File: src/hw/clock_watchdog_pkg.sv
/*
  Constants of the clock, watchdog and current setup slice.
  Assumes one 25 MHz core clock and an AXI4-Lite register bus.
*/
package clock_watchdog_pkg;

  // ----------------------------------------
  // Register map
  // ----------------------------------------
  localparam logic [11:0] SETUP_TWO_INDEX  = 12'h0a8;
  localparam logic [11:0] PERI_ONE_INDEX   = 12'h0aa;
  localparam logic [11:0] SETUP_TWO_ADDR   = 12'(SETUP_TWO_INDEX * 4);
  localparam logic [11:0] PERI_ONE_ADDR    = 12'(PERI_ONE_INDEX * 4);
  localparam logic [11:0] IRQ_STATUS_ADDR  = 12'h300;
  localparam logic [11:0] IRQ_MASK_ADDR    = 12'h304;
  localparam logic [11:0] WDT_CTRL_ADDR    = 12'h308;
  localparam logic [11:0] WDT_STATUS_ADDR  = 12'h30c;

  localparam logic [31:0] SETUP_TWO_RESET  = 32'h0000_0000;
  localparam logic [31:0] PERI_ONE_RESET   = 32'h4000_0000;
  localparam logic [31:0] SETUP_TWO_MASK   = 32'h0000_07ff;
  localparam logic [31:0] PERI_ONE_MASK    = 32'h43e0_0000;

  // ----------------------------------------
  // Field positions
  // ----------------------------------------
  localparam int REF_RATE_LSB      = 5;
  localparam int WDT_ON_BIT        = 4;
  localparam int INTERVAL_LSB      = 2;
  localparam int KICK_PATH_BIT     = 1;
  localparam int TIMEOUT_ACT_BIT   = 0;
  localparam int REF_INPUT_ON_BIT  = 8;
  localparam int CLK_SOURCE_LSB    = 9;
  localparam int SPREAD_OFF_BIT    = 30;
  localparam int CUR_CAP_LSB       = 22;
  localparam int CUR_CAP_ON_BIT    = 21;

  localparam int IRQ_TIMEOUT_BIT   = 0;
  localparam int IRQ_KICK_BIT      = 1;
  localparam int IRQ_LATCH_BIT     = 2;
  localparam int IRQ_WIDTH         = 3;
  localparam int LATCH_CLEAR_BIT   = 0;

  // ----------------------------------------
  // Timing
  // ----------------------------------------
  localparam int CLOCK_PERIOD_NS   = 40;
  localparam int MS_UNIT_NS        = 1000000;
  localparam int MS_CYCLES         = MS_UNIT_NS / CLOCK_PERIOD_NS;
  localparam int MS_COUNT_WIDTH    = 14;
  localparam int REF_BASE_KHZ      = 8;

  localparam logic [1:0] RESP_OKAY   = 2'b00;
  localparam logic [1:0] RESP_SLVERR = 2'b10;

  typedef enum logic [1:0] {
    CLK_INTERNAL = 2'b00,
    CLK_CRUDE    = 2'b01,
    CLK_NONE     = 2'b10,
    CLK_EXTERNAL = 2'b11
  } clock_source_e;

  // Allowed time between kicks in milliseconds.
  function automatic logic [13:0] kick_interval_ms(input logic gpio_path,
                                                   input logic [1:0] code);
    logic [13:0] base;
    base = 14'd0;
    unique case (code)
      2'b00: base = 14'd100;
      2'b01: base = 14'd200;
      2'b10: base = 14'd500;
      2'b11: base = 14'd1000;
    endcase
    kick_interval_ms = gpio_path ? base : 14'(base * 10);
  endfunction

  // Supply current cap in milliamperes.
  function automatic logic [13:0] current_cap_ma(input logic [3:0] code);
    current_cap_ma = 14'd0;
    unique case (code)
      4'h0: current_cap_ma = 14'd125;
      4'h1: current_cap_ma = 14'd250;
      4'h2: current_cap_ma = 14'd500;
      4'he: current_cap_ma = 14'd7000;
      4'hf: current_cap_ma = 14'd8000;
      default: current_cap_ma = 14'(14'd500 * ({10'h0, code} - 14'd1));
    endcase
  endfunction

endpackage

File: src/hw/clock_watchdog_current_config.sv
/*
  Clock reference, host watchdog, spread spectrum and supply current cap
  configuration registers behind an AXI4-Lite slave, with the watchdog.
  Assumes all inputs are synchronous to clock_in; the I2C target elsewhere
  in the device gives one pulse on i2c_kick_in for each kick transaction.
*/
`timescale 1ns/1ps
`default_nettype none

// Notes on behaviour
// - Bits 7-5 pick reference rate, 8 kHz doubling.
// - Bit 4 enables host watchdog kick monitoring.
// - Bits 3-2 set kick interval per path.
// - Bit 1 picks kick path: I2C or GPIO.
// - Bit 0: report only, or latch with Hi-Z.
// - Bit 30 disables spread spectrum, resets to one.
// - Bits 25-22 pick the supply current cap.
// - Bit 21 enforces the cap; else no limit.
// - Peripheral register decodes at index AAh.
// - Reference clock used only when input enabled.
// - Two-bit clock source field selects core clock.
module clock_watchdog_current_config
  import clock_watchdog_pkg::*;
#(
  parameter int UNIT_CYCLES = MS_CYCLES
) (
  input  wire logic        clock_in,
  input  wire logic        rst_n_in,
  // AXI4-Lite slave.
  input  wire logic [11:0] s_axi_awaddr,
  input  wire logic        s_axi_awvalid,
  output logic             s_axi_awready,
  input  wire logic [31:0] s_axi_wdata,
  input  wire logic [3:0]  s_axi_wstrb,
  input  wire logic        s_axi_wvalid,
  output logic             s_axi_wready,
  output logic [1:0]       s_axi_bresp,
  output logic             s_axi_bvalid,
  input  wire logic        s_axi_bready,
  input  wire logic [11:0] s_axi_araddr,
  input  wire logic        s_axi_arvalid,
  output logic             s_axi_arready,
  output logic [31:0]      s_axi_rdata,
  output logic [1:0]       s_axi_rresp,
  output logic             s_axi_rvalid,
  input  wire logic        s_axi_rready,
  // Kick sources.
  input  wire logic        i2c_kick_in,
  input  wire logic        gpio_kick_in,
  // Configuration outputs.
  output logic [2:0]       ref_clock_rate_sel_out,
  output logic [10:0]      ref_clock_khz_out,
  output logic             ref_clock_input_on_out,
  output logic [1:0]       clock_source_out,
  output logic             spectrum_spreading_out,
  output logic             current_limit_on_out,
  output logic [13:0]      current_cap_ma_out,
  // Watchdog results.
  output logic             watchdog_fault_out,
  output logic             fault_latched_out,
  output logic             power_stage_hiz_out,
  output logic             irq_out
);

  // ----------------------------------------
  // Register storage
  // ----------------------------------------
  logic [31:0]          setup_two_reg;
  logic [31:0]          peri_one_reg;
  logic [IRQ_WIDTH-1:0] irq_status_reg;
  logic [IRQ_WIDTH-1:0] irq_mask_reg;
  logic                 fault_latched_reg;
  logic                 gpio_kick_d_reg;

  // ----------------------------------------
  // Write channel state
  // ----------------------------------------
  logic        aw_have_reg;
  logic [11:0] aw_addr_reg;
  logic        w_have_reg;
  logic [31:0] w_data_reg;
  logic [3:0]  w_strb_reg;
  logic        do_write;
  logic        write_hit;
  logic [31:0] write_mask;
  logic        do_read;
  logic        read_hit;
  logic [31:0] read_value;
  logic        status_read;
  logic        latch_clear;

  assign s_axi_awready = !aw_have_reg && !s_axi_bvalid;
  assign s_axi_wready  = !w_have_reg && !s_axi_bvalid;
  assign do_write      = aw_have_reg && w_have_reg && !s_axi_bvalid;

  always_comb begin
    for (int i = 0; i < 4; i++) begin
      write_mask[i*8 +: 8] = {8{w_strb_reg[i]}};
    end
  end

  always_comb begin
    unique case (aw_addr_reg & 12'hffc)
      SETUP_TWO_ADDR, PERI_ONE_ADDR, IRQ_STATUS_ADDR, IRQ_MASK_ADDR,
      WDT_CTRL_ADDR, WDT_STATUS_ADDR: write_hit = 1'b1;
      default:                        write_hit = 1'b0;
    endcase
  end

  // Address and data are taken separately, in either order.
  always_ff @(posedge clock_in) begin
    if (!rst_n_in) begin
      aw_have_reg <= 1'b0;
      aw_addr_reg <= 12'h0;
    end else if (s_axi_awvalid && s_axi_awready) begin
      aw_have_reg <= 1'b1;
      aw_addr_reg <= s_axi_awaddr;
    end else if (do_write) begin
      aw_have_reg <= 1'b0;
    end
  end

  always_ff @(posedge clock_in) begin
    if (!rst_n_in) begin
      w_have_reg <= 1'b0;
      w_data_reg <= 32'h0;
      w_strb_reg <= 4'h0;
    end else if (s_axi_wvalid && s_axi_wready) begin
      w_have_reg <= 1'b1;
      w_data_reg <= s_axi_wdata;
      w_strb_reg <= s_axi_wstrb;
    end else if (do_write) begin
      w_have_reg <= 1'b0;
    end
  end

  always_ff @(posedge clock_in) begin
    if (!rst_n_in) begin
      s_axi_bvalid <= 1'b0;
      s_axi_bresp  <= RESP_OKAY;
    end else if (do_write) begin
      s_axi_bvalid <= 1'b1;
      s_axi_bresp  <= write_hit ? RESP_OKAY : RESP_SLVERR;
    end else if (s_axi_bready) begin
      s_axi_bvalid <= 1'b0;
    end
  end

  // ----------------------------------------
  // Configuration registers
  // ----------------------------------------
  always_ff @(posedge clock_in) begin
    if (!rst_n_in) begin
      setup_two_reg <= SETUP_TWO_RESET;
    end else if (do_write && (aw_addr_reg & 12'hffc) == SETUP_TWO_ADDR) begin
      setup_two_reg <= ((setup_two_reg & ~write_mask) |
                        (w_data_reg & write_mask)) & SETUP_TWO_MASK;
    end
  end

  always_ff @(posedge clock_in) begin
    if (!rst_n_in) begin
      peri_one_reg <= PERI_ONE_RESET;
    end else if (do_write && (aw_addr_reg & 12'hffc) == PERI_ONE_ADDR) begin
      peri_one_reg <= ((peri_one_reg & ~write_mask) |
                       (w_data_reg & write_mask)) & PERI_ONE_MASK;
    end
  end

  always_ff @(posedge clock_in) begin
    if (!rst_n_in) begin
      irq_mask_reg <= '0;
    end else if (do_write && (aw_addr_reg & 12'hffc) == IRQ_MASK_ADDR &&
                 w_strb_reg[0]) begin
      irq_mask_reg <= w_data_reg[IRQ_WIDTH-1:0];
    end
  end

  assign latch_clear = do_write && (aw_addr_reg & 12'hffc) == WDT_CTRL_ADDR &&
                       w_strb_reg[0] && w_data_reg[LATCH_CLEAR_BIT];

  // ----------------------------------------------------------------------
  // Watchdog
  // ----------------------------------------------------------------------
  logic        wdt_on;
  logic        gpio_path;
  logic        kick;
  logic        timeout;
  logic [13:0] limit_ms;

  assign wdt_on    = setup_two_reg[WDT_ON_BIT];
  assign gpio_path = setup_two_reg[KICK_PATH_BIT];
  assign limit_ms  = kick_interval_ms(gpio_path,
                       setup_two_reg[INTERVAL_LSB +: 2]);

  always_ff @(posedge clock_in) begin
    if (!rst_n_in) begin
      gpio_kick_d_reg <= 1'b0;
    end else begin
      gpio_kick_d_reg <= gpio_kick_in;
    end
  end

  // A kick counts only on the selected path; the host must keep pace.
  assign kick = wdt_on && (gpio_path ? (gpio_kick_in && !gpio_kick_d_reg)
                                     : i2c_kick_in);

  kick_interval_timer #(
    .UNIT_CYCLES (UNIT_CYCLES)
  ) timer_inst (
    .clock_in    (clock_in),
    .rst_n_in    (rst_n_in),
    .run_in      (wdt_on),
    .kick_in     (kick),
    .limit_ms_in (limit_ms),
    .timeout_out (timeout)
  );

  // The latched fault holds the power stages off until software clears it.
  always_ff @(posedge clock_in) begin
    if (!rst_n_in) begin
      fault_latched_reg <= 1'b0;
    end else if (timeout && setup_two_reg[TIMEOUT_ACT_BIT]) begin
      fault_latched_reg <= 1'b1;
    end else if (latch_clear) begin
      fault_latched_reg <= 1'b0;
    end
  end

  always_ff @(posedge clock_in) begin
    if (!rst_n_in) begin
      watchdog_fault_out  <= 1'b0;
      power_stage_hiz_out <= 1'b0;
    end else begin
      watchdog_fault_out  <= timeout;
      power_stage_hiz_out <= fault_latched_reg ||
                             (timeout && setup_two_reg[TIMEOUT_ACT_BIT]);
    end
  end

  assign fault_latched_out = fault_latched_reg;

  // ----------------------------------------------------------------------
  // Interrupt status, cleared by reading it; a new event wins.
  // ----------------------------------------------------------------------
  logic [IRQ_WIDTH-1:0] irq_events;

  always_comb begin
    irq_events                  = '0;
    irq_events[IRQ_TIMEOUT_BIT] = timeout;
    irq_events[IRQ_KICK_BIT]    = kick;
    irq_events[IRQ_LATCH_BIT]   = timeout && setup_two_reg[TIMEOUT_ACT_BIT];
  end

  assign status_read = do_read &&
                       (s_axi_araddr & 12'hffc) == IRQ_STATUS_ADDR;

  always_ff @(posedge clock_in) begin
    if (!rst_n_in) begin
      irq_status_reg <= '0;
    end else begin
      irq_status_reg <= (status_read ? '0 : irq_status_reg) | irq_events;
    end
  end

  always_ff @(posedge clock_in) begin
    if (!rst_n_in) begin
      irq_out <= 1'b0;
    end else begin
      irq_out <= |(((status_read ? '0 : irq_status_reg) | irq_events) &
                   irq_mask_reg);
    end
  end

  // ----------------------------------------
  // Read channel
  // ----------------------------------------
  assign s_axi_arready = !s_axi_rvalid;
  assign do_read       = s_axi_arvalid && s_axi_arready;

  always_comb begin
    read_value = 32'h0;
    read_hit   = 1'b1;
    unique case (s_axi_araddr & 12'hffc)
      SETUP_TWO_ADDR:  read_value = setup_two_reg;
      PERI_ONE_ADDR:   read_value = peri_one_reg;
      IRQ_STATUS_ADDR: read_value = 32'(irq_status_reg);
      IRQ_MASK_ADDR:   read_value = 32'(irq_mask_reg);
      WDT_CTRL_ADDR:   read_value = 32'h0;
      WDT_STATUS_ADDR: read_value = {29'h0, wdt_on, watchdog_fault_out,
                                     fault_latched_reg};
      default:         read_hit   = 1'b0;
    endcase
  end

  always_ff @(posedge clock_in) begin
    if (!rst_n_in) begin
      s_axi_rvalid <= 1'b0;
      s_axi_rdata  <= 32'h0;
      s_axi_rresp  <= RESP_OKAY;
    end else if (do_read) begin
      s_axi_rvalid <= 1'b1;
      s_axi_rdata  <= read_value;
      s_axi_rresp  <= read_hit ? RESP_OKAY : RESP_SLVERR;
    end else if (s_axi_rready) begin
      s_axi_rvalid <= 1'b0;
    end
  end

  // ----------------------------------------------------------------------
  // Configuration outputs
  // ----------------------------------------------------------------------
  logic [1:0] source_code;

  assign source_code = setup_two_reg[CLK_SOURCE_LSB +: 2];

  always_ff @(posedge clock_in) begin
    if (!rst_n_in) begin
      ref_clock_rate_sel_out <= 3'h0;
      ref_clock_khz_out      <= 11'h0;
      ref_clock_input_on_out <= 1'b0;
      clock_source_out       <= CLK_INTERNAL;
    end else begin
      ref_clock_rate_sel_out <= setup_two_reg[REF_RATE_LSB +: 3];
      ref_clock_khz_out      <= 11'(REF_BASE_KHZ) <<
                                setup_two_reg[REF_RATE_LSB +: 3];
      ref_clock_input_on_out <= setup_two_reg[REF_INPUT_ON_BIT];
      // The unusable code and an external source without the reference
      // input enabled both fall back to the internal oscillator.
      if (source_code == CLK_NONE ||
          (source_code == CLK_EXTERNAL &&
           !setup_two_reg[REF_INPUT_ON_BIT])) begin
        clock_source_out <= CLK_INTERNAL;
      end else begin
        clock_source_out <= source_code;
      end
    end
  end

  always_ff @(posedge clock_in) begin
    if (!rst_n_in) begin
      spectrum_spreading_out <= 1'b0;
      current_limit_on_out   <= 1'b0;
      current_cap_ma_out     <= 14'h0;
    end else begin
      spectrum_spreading_out <= !peri_one_reg[SPREAD_OFF_BIT];
      current_limit_on_out   <= peri_one_reg[CUR_CAP_ON_BIT];
      current_cap_ma_out     <= peri_one_reg[CUR_CAP_ON_BIT] ?
                                current_cap_ma(peri_one_reg[CUR_CAP_LSB +: 4])
                                : 14'h0;
    end
  end

endmodule  // clock_watchdog_current_config

`default_nettype wire

File: src/hw/kick_interval_timer.sv
/*
  Millisecond interval timer for the host-serviced watchdog.
  Assumes kick_in is a one-cycle pulse synchronous to clock_in.
*/
`timescale 1ns/1ps
`default_nettype none

module kick_interval_timer
  import clock_watchdog_pkg::*;
#(
  parameter int UNIT_CYCLES = MS_CYCLES
) (
  input  wire logic        clock_in,
  input  wire logic        rst_n_in,
  input  wire logic        run_in,
  input  wire logic        kick_in,
  input  wire logic [13:0] limit_ms_in,
  output logic             timeout_out
);

  logic [31:0] prescale_reg;
  logic [13:0] elapsed_reg;
  logic        unit_done;

  assign unit_done = (prescale_reg == 32'(UNIT_CYCLES - 1));

  // ----------------------------------------
  // Count whole milliseconds since the last kick.
  // ----------------------------------------
  always_ff @(posedge clock_in) begin
    if (!rst_n_in || !run_in || kick_in || timeout_out) begin
      prescale_reg <= 32'h0;
      elapsed_reg  <= 14'h0;
    end else if (unit_done) begin
      prescale_reg <= 32'h0;
      elapsed_reg  <= elapsed_reg + 14'h1;
    end else begin
      prescale_reg <= prescale_reg + 32'h1;
    end
  end

  // The timeout fires once the full interval has elapsed without a kick.
  assign timeout_out = run_in && !kick_in &&
                       (elapsed_reg >= limit_ms_in);

endmodule  // kick_interval_timer

`default_nettype wire

File: config.mk
export PLATFORM = sky130hd
export DESIGN_NAME = clock_watchdog_current_config
export DESIGN_NICKNAME = d
export VERILOG_FILES = /design/src/hw/clock_watchdog_pkg.sv /design/src/hw/clock_watchdog_current_config.sv /design/src/hw/kick_interval_timer.sv
export SDC_FILE = /design/constraint.sdc
export NUM_CORES = 1
export LEC_CHECK = 0
export BUFFER_PORTS_ARGS = -buffer_cell sky130_fd_sc_hd__clkbuf_2
export CORE_MARGIN = 2
export CORE_UTILIZATION = 25
export CTS_CLUSTER_SIZE = 16
export DETAILED_ROUTE_END_ITERATION = 6
export GPL_ROUTABILITY_DRIVEN = 1
export GPL_TIMING_DRIVEN = 0
export PLACE_DENSITY = 0.4
export SYNTH_ARGS = -nofsm -noshare
export SYNTH_HDL_FRONTEND = slang
export SYNTH_SLANG_ARGS = --single-unit
File: constraint.sdc
create_clock -name clock_in -period 7.6 [get_ports clock_in]
set_input_delay 0.76 -clock clock_in [delete_from_list [all_inputs] [get_ports clock_in]]
set_output_delay 0.76 -clock clock_in [all_outputs]
set_load 0.01 [all_outputs]
# After elaboration in Yosys (flattened, before gate mapping)
# Index checks and enable logic that the tools add are counted.
# totals
ff_bits	194
in_bits	69
elab_cells	134
# op_classes
add_sub_neg	3
n_mul	2
magnitude_cmp	1
n_eq_ne	22
shift	1
mux	19
bitwise_logic	9
reduce_logical	49
# ops
cell	n
one-hot mux 31 bit (5 select lines)	1
== test 10 x 8 -> 1 bit (second input constant)	12
one-hot mux 14 bit (5 select lines)	1
bitwise AND 31 bit	2
one-hot mux 14 bit (4 select lines)	1
adder 32 x 1 -> 32 bit (second input constant)	1
== test 32 x 15 -> 1 bit (second input constant)	1
NOT 31 bit	1
OR 31 bit	1
logical AND 1 bit	21
adder 14 x 1 -> 14 bit (second input constant)	1
>= comparator 14 bit	1
multiplier 14 x 3 -> 13 bit (second input constant)	1
multiplier 7 x 14 -> 12 bit (first input constant)	1
two-way mux 14 bit	1
two-way mux 1 bit	12
OR reduction 6 bit	2
bitwise AND 11 bit	1
OR 11 bit	1
left shift 4 x 3 -> 11 bit (first input constant)	1
zero test 1 bit	10
nonzero test 2 bit	5
== test 2 bit (second input constant)	4
== test 4 bit (second input constant)	2
15 further kinds	21

# Logic depth before layout (Yosys ltp)
# Gate-level depths: netlist (run 1).
# logic_depth
ltp_word	11
depth_mapped	19

# By module
# A second synthesis (run 1) with hierarchy kept.
# hier_totals
hier_cells	922
hier_area_um2	8046.5
# by_module_without_submodules
module	instances	cells_per_inst	area_per_inst_um2	seq_area_each_um2
clock_watchdog_current_config	1	623	5561.6	2242.2
kick_interval_timer	1	299	2484.9	920.9

# Worst setup path after synthesis (run 1)
# OpenSTA, ideal clock, no wires.
# synth_path
path_type	flip-flop to flip-flop
start	reg with a tool-made name
end	reg current_cap_ma_out[13]
setup_time_ns	0.078
t_arrival_ns	4.654
required_ns	7.522
setup_slack_ns	2.868
path_stages_with_launch	19
synth_period_minus_slack_ns	4.732
path_cell_list	dfxtp_1 clkbuf_1 inv_1 ha_1 xor2_1 inv_1 fa_1 inv_1 ha_1 fa_1 inv_1 fa_1 inv_1 ha_1 o21a_1 a2111oi_0 nor3_1 xnor2_1 nor3_1
# synth_rtl
item	line	rtl
end signal: assignment	clock_watchdog_current_config.sv:348	current_cap_ma_out <= peri_one_reg[CUR_CAP_ON_BIT] ?
end: declaration	clock_watchdog_current_config.sv:57	output logic [13:0] current_cap_ma_out,

==> impl_metrics.yaml, run 1 <==
global_route:
  grt_pass1_wl_mm: 33.7
  grt_pass1_vias: 5966
  grt_usage_pct: 13.0
  grt_max_degree: 17
  antenna_found_initial: 0
  overflow: 0
detailed_routing:
  ant_nets: 0
  wl_per_cell_um: 14.5
  vias: 6191
  wl_mm: 21.1
  drcViolationCount: 0
  vias_per_cell: 4.26
  firstDrtPassIters: 6
  drt_iter0_markers: 291
floorplan:
  core_area_mm2: 0.0315
  initial_core_util_pct: 25.3
  chipWidth_um: 182
  dieArea_mm2: 0.0333
  die_h_um: 182
  io-pin-count: 147
  rows: 65
timing:
  period_needed_ns: 5.44
  worst_clock_skew_ns: 0.0161
  worst_pin_slew_ns: 0.970
  relSlewSlack_pct: 34.4
  finalSetupViolations: 0
  rsz0062_at_grt: "false"
  hold_violations: 0
  fmaxAchievable_mhz: 184
  post-route-period-util_pct: 71.6
  setup_tns_ns: 0
  worst_slack_ns: 2.16
  slew_violations: 0
finish:
  final_cell_area_mm2: 0.00968
  multi_input_area_mm2: 0.00441
  n_antenna_cell: 0
  finish.utilization_pct: 30.7
  nets: 1168
  fillers: 3385
  regArea_mm2: 0.00316
  area_growth_pct: 21.5
  drive_above_1_share_pct: 17.5
clock_tree:
  cts_tree: "yes"
  clockRootBuffer: "clkbuf_16"
  clk_latency_ns: 0.43
  clock-sinks: 158
  cts_made_buffers: 17
  htreeDepth: 4
  clockBufferDepth: 2
  post_cts_buffers: 0
  cts_hold_buf: 0
  cts.clk_slew.worst_paths_ns: 0.07
  post_cts_resized: 0
placement:
  portBuffers: 106
  dp_slack_ns: 2.12
  dpl_cell_area_mm2: 0.00907
  hpwl_mm: 16.4
  gp_congestion: 0.782
pwr:
  power_mw: 1.84
  powerDensity_mw_per_mm2: 190
  power_leakage_nw: 3.98
  peakVddDrop_mv: 0.152
run:
  maxCapViolations: 0
worst_setup_path:
  crit_arrival_ns: 5.77
  required_ns: 7.93
  cp-end-kind: "flop"
  crit_fanout: 8
  path_class: "reg -> reg"
  cp-start-kind: "flop"
hold_path:
  hold_class: "reg -> reg"
yosys:
  synthArstFlopShare_pct: 0
  netlist_instances: 894
  synth_cell_type_count: 65
  avgSynthCellArea_um2: 8.91
  yosys_warnings: 0
  synth_edf_count: 0
  syn_area_mm2: 0.00796
  yosysSeqAreaShare_pct: 39.7
  synth_seq_cells: 158
  ys.flop_type: "dfxtp_1"
status:
  status: "finished, final reports clean"
## layout make-up
| cell class | count | area share (%) |
|---|---|---|
| plain buffers | 52 | 3.09 |
| clock buffers | 18 | 4.54 |
| clock inverters | 14 | 1.77 |
| inverters | 44 | 1.71 |
| multi-input cells | 659 | 45.5 |
| flip-flops and latches | 158 | 32.7 |
| well taps | 402 | 5.20 |
| repair buffers | 106 | 5.48 |
## worst max-delay path: stages, from the launching register on
cell and delay [ns]:
dfxtp_1 0.37, clkbuf_1 0.38, inv_1 0.21, ha_1 0.34
xor2_1 0.42, inv_1 0.18, fa_1 0.53, inv_1 0.04
ha_1 0.31, fa_1 0.54, inv_1 0.05, fa_1 0.49
inv_1 0.04, ha_1 0.33, o21a_1 0.20, a2111oi_0 0.44
nor3_1 0.13, xnor2_1 0.16, nor3_1 0.18
## per-stage QoR
stage | instances | hold slack [ns]
6_report | 1453 | 0.459
5_1_grt | 1453 | 0.476
4_1_cts | 1453 | 0.460
3_5_place_dp | 1421 | 0.450
3_3_place_gp | 1421 | 0.449
2_1_floorplan | 913 | 0.415
## layout by cell type (no fill, tap or decap), drive strengths merged, types with 3 or more instances in the layout
master	instances
o21bai	3
buf	30
or2	3
o21a	4
a22oi	8
inv	51
nor3	14
o21ai	25
a21boi	39
xnor2	34
conb	20
o2111ai	3
nand2	118
mux2	3
nor4	8
dfxtp	158
fa	12
and4	6
xor2	33
clkbuf	146
a21oi	20
nand2b	7
nand3	32
and3	11
mux2i	16
a22o	13
ha	49
nor4b	3
nand3b	3
clkinvlp	3
and2	8
nand4	18
nor2	93
nor2b	26
## cell usage after synthesis, drive strengths merged (2+ instances only)
master | count | area, µm²
nor4 | 8 | 86.3
nand2 | 118 | 445
mux2i | 16 | 160
xor2 | 33 | 289
or3b | 2 | 17.5
nor3 | 14 | 80.1
o2111ai | 3 | 26.3
nor4b | 3 | 26.3
o21ai | 25 | 129
o211ai | 2 | 15.0
a22oi | 8 | 60.1
and2 | 8 | 50.1
a21oi | 20 | 100
mux2 | 3 | 33.8
o21bai | 3 | 22.5
inv | 44 | 165
nand3 | 32 | 160
fa | 12 | 240
dfxtp | 158 | 3160
a31oi | 2 | 12.5
o21a | 4 | 30.0
nor2b | 26 | 163
or2 | 3 | 18.8
clkbuf | 22 | 82.6
nor3b | 2 | 15.0
nand2b | 7 | 43.8
buf | 30 | 216
xnor2 | 34 | 298
a21boi | 39 | 293
and3 | 11 | 68.8
nor2 | 93 | 349
ha | 49 | 613
nand3b | 3 | 22.5
o31ai | 2 | 15.0
a22o | 13 | 114
nand4 | 18 | 113
and4 | 6 | 52.6
## logic make-up after synthesis
logic type	count (synthesis)	synth area share, %
and+or+nand+nor	361	22.5
muxes	19	2.44
AOI/OAI and AO/OA	131	11.4
DFF	158	39.7
buffers and inverters	96	5.83
adders and majority gates	61	10.7
other	1	0.0471
xor gates and xnor gates	67	7.37
## path summary, 6_finish.rpt
kind / start / end / slack, ns / cells after the start
worst max-delay path: flop / current_cap_ma_out[13] / 2.16 / 18
worst min-delay path: flop / flop / 0.46 / 2
worst max register to register: flop / current_cap_ma_out[13] / 2.16 / 18
worst min register to register: flop / flop / 0.46 / 2
## per-layer routing
| metal | GRT usage [%] | vias up | routed length (µm) | share of wire (%) |
|---|---|---|---|---|
| met5 | 0 | - | 0 | 0 |
| met3 | 2.87 | 8 | 821 | 3.9 |
| li1 | - | 3267 | - | - |
| met1 | 18.6 | 2786 | 11000 | 52 |
| met2 | 19.8 | 130 | 9110 | 43 |
| met4 | 3.13 | 0 | 171 | 0.81 |
## power by group
group / leakage (nW) / internal [mW] / total [mW] / switching, mW
Clock: 0.291 / 0.506 / 0.904 / 0.398
Combinational: 2.41 / 0.0368 / 0.0867 / 0.0499
Sequential: 1.28 / 0.841 / 0.851 / 0.00997
Note: power is estimated with default switching activity, not from simulation.
==> run 2, diff against run 1 <==
--- a/config.mk
+++ b/config.mk
@@ -5,6 +5,7 @@
 export SDC_FILE = /design/constraint.sdc
 export NUM_CORES = 1
 export LEC_CHECK = 0
+export ABC_AREA = 1
 export BUFFER_PORTS_ARGS = -buffer_cell sky130_fd_sc_hd__clkbuf_2
 export CORE_MARGIN = 2
 export CORE_UTILIZATION = 25
@@ -12,7 +13,7 @@
 export DETAILED_ROUTE_END_ITERATION = 6
 export GPL_ROUTABILITY_DRIVEN = 1
 export GPL_TIMING_DRIVEN = 0
-export PLACE_DENSITY = 0.4
+export PLACE_DENSITY = 0.41
 export SYNTH_ARGS = -nofsm -noshare
 export SYNTH_HDL_FRONTEND = slang
 export SYNTH_SLANG_ARGS = --single-unit
==> constraint.sdc (replaced) <==
create_clock -name clock_in -period 5 [get_ports clock_in]
set_input_delay 0.5 -clock clock_in [delete_from_list [all_inputs] [get_ports clock_in]]
set_output_delay 0.5 -clock clock_in [all_outputs]
set_load 0.01 [all_outputs]
==> run 2 against run 1 <==
  * Sequential power grew 53%
  * Highest routed layer unchanged
  * Clock power is 40% higher
  * Combinational power rose by 72%
  * Non-clock buffer count down 5
  * Critical path depth stayed put
  * Total power grew 48%
  * Fmax increased by 21%
  * Register-to-register slack worse by 1.7 ns
==> impl_metrics.yaml, run 2 <==
status:
  status: "finished, final reports clean"
yosys:
  ys.flop_type: "dfxtp_1"
  yosys_warnings: 0
  syn_area_mm2: 0.00837
  avgSynthCellArea_um2: 7.37
  synthTopCellsByCount: "nand2_1, dfxtp_1, nor2_1"
  synth_area_leaders: "dfxtp_1, nand2_1, ha_1"
  synth_edf_count: 0
  synth_cell_type_count: 47
  yosysSeqAreaShare_pct: 37.8
  synthArstFlopShare_pct: 0
  yosysTopAreaCellShare_pct: 37.8
  yosysMostFrequentCell: "nand2_1"
  netlist_instances: 1136
  synth_area_leader_cell: "dfxtp_1"
  synth_seq_cells: 158
worst_setup_path:
  cpMaxStageDelayCell: "fa_1"
  r2r_slack_ns: 0.51
  crit_top_cell: "inv_1"
  path_cells: "clkbuf_2 -> inv_1 -> ha_2 -> nand2_4 -> inv_2 -> ha_1 -> fa_1 -> fa_1 -> inv_1 -> fa_1 -> inv_1 -> ha_1 -> inv_1 -> o21ai_1 -> nand2_1 -> nand2_1 -> nand3_1 -> a21oi_1"
  crit_fanout: 12
  slowest_delay_ns: 0.54
  required_ns: 5.35
  crit_arrival_ns: 4.84
  cp-end-kind: "flop"
  path_class: "reg -> reg"
  cp-start-kind: "flop"
placement:
  portBuffers: 106
  hpwl_mm: 18.4
  gp_congestion: 0.820
  dpl_cell_area_mm2: 0.00954
  dpl.cell_count: 1709
finish:
  regArea_mm2: 0.00316
  multi_input_area_mm2: 0.00453
  area_growth_pct: 20.8
  final_cell_mix: "nand2_1, dfxtp_1, nor2_1, inv_1, clkbuf_2"
  final_cell_area_mm2: 0.0101
  final_common_cell: "nand2_1"
  fillers: 3712
  finish.utilization_pct: 30.4
  finalNonFillerCells: 1742
  nets: 1410
  drive_above_1_share_pct: 15.8
detailed_routing:
  vias_per_cell: 4.22
  wl_mm: 23.4
  drt_iter0_markers: 341
  drcViolationCount: 0
  wl_per_cell_um: 13.4
  firstDrtPassIters: 4
  vias: 7358
  ant_nets: 0
timing:
  rsz0062_at_grt: "false"
  worst_pin_slew_ns: 0.690
  fmaxAchievable_mhz: 223
  worst_clock_skew_ns: 0.0111
  relSlewSlack_pct: 54.0
  hold_slack_ns: 0.262
  hold_violations: 0
  slew_violations: 0
  finalSetupViolations: 0
  post-route-period-util_pct: 89.9
  period_needed_ns: 4.49
global_route:
  grt_max_degree: 17
  grt_pass1_vias: 7160
  antenna_found_initial: 2
  use_met3_pct: 3.19
  grtUsageMet2_pct: 22.0
  grt_usage_pct: 13.6
  overflow: 0
  grt_pass1_wl_mm: 37.8
  grt_util_met1_pct: 18.1
  top_usage_layer: "met2"
clock_tree:
  cts.clk_slew.worst_paths_ns: 0.06
  post_cts_buffers: 0
  clockBufferDepth: 2
  cts_hold_buf: 0
  clock-sinks: 158
  clk_latency_ns: 0.42
  clockRootBuffer: "clkbuf_16"
  cts_made_buffers: 17
  htreeDepth: 4
  cts_tree: "yes"
floorplan:
  die_h_um: 187
  chipWidth_um: 187
  core_area_mm2: 0.0333
  io-pin-count: 147
  initial_core_util_pct: 25.2
  rows: 67
  dieArea_mm2: 0.0350
pwr:
  power_mw: 2.72
  power_leakage_nw: 4.25
  peakVddDrop_mv: 0.204
  powerDensity_mw_per_mm2: 269
run:
  maxCapViolations: 0
hold_path:
  hold_class: "in -> reg"
[run 2: power breakdown]
group          total, mW  internal (mW)  switching [mW]
sequential          1.30           1.29          0.0161
combinational      0.149         0.0547          0.0938
clock               1.27          0.728           0.541
total               2.72           2.07           0.651
[run 2: area by class of cell]
class | instances | share of cell area (%)
diodes | 1 | 0.0247
inverters | 132 | 4.92
flip-flops and latches | 158 | 31.3
repair buffers | 106 | 5.24
clock buffers | 24 | 4.76
plain buffers | 47 | 2.67
clock inverters | 8 | 0.804
multi-input cells | 818 | 44.8
well taps | 448 | 5.54
[run 2: final timing paths]
check | from | depth (start not counted) | end
setup / recovery | flop | 18 | current_cap_ma_out[13]
hold / removal | s_axi_rready | 2 | s_axi_rvalid
setup reg to reg | flop | 18 | current_cap_ma_out[13]
hold reg to reg | flop | 2 | flop
[run 2: cell families (layout without fill, tap and decap cells)]
| kind of cell | after synthesis | in the layout | share of synthesized area (%) |
|---|---|---|---|
| DFF | 158 | 158 | 37.8 |
| AOI/OAI and AO/OA | 180 | 180 | 11.4 |
| adders and majority gates | 61 | 61 | 10.2 |
| and+or+nand+nor | 519 | 519 | 27.4 |
| other | 1 | 21 | 0.0448 |
| buffers and inverters | 179 | 317 | 9.16 |
| xor gates and xnor gates | 38 | 38 | 3.97 |
[run 2: worst max-delay path, delay by kind of cell, from the launching register on]
kind                     cells  cell delay (ns)
adder cells (fa/ha/maj)      6             2.51
AND/OR/NAND/NOR              4             0.46
AO/OA/AOI/OAI                2             0.40
buffers and inverters        6             0.68
flip-flops                   1             0.36
[run 2: stage by stage]
stage	worst slack, ns	TNS, ns
finish	0.506	0
global route	0.103	0
CTS	0.0164	0
detailed placement	-0.0563	-0.0563
global placement	-0.0330	-0.0330
floorplan	0.658	0
[run 2: layer usage]
metal  wire, µm  vias to the layer above
li1           -                     3929
met1      11400                     3282
met2      10600                      133
met3       1050                       14
met4        296                        0
met5          0                        -
[run 2: repair_timing]
item | CTS | global route
pin swaps | 0 | 0
resized for setup | 1 | 5
setup endpoints to repair | 1 | 6
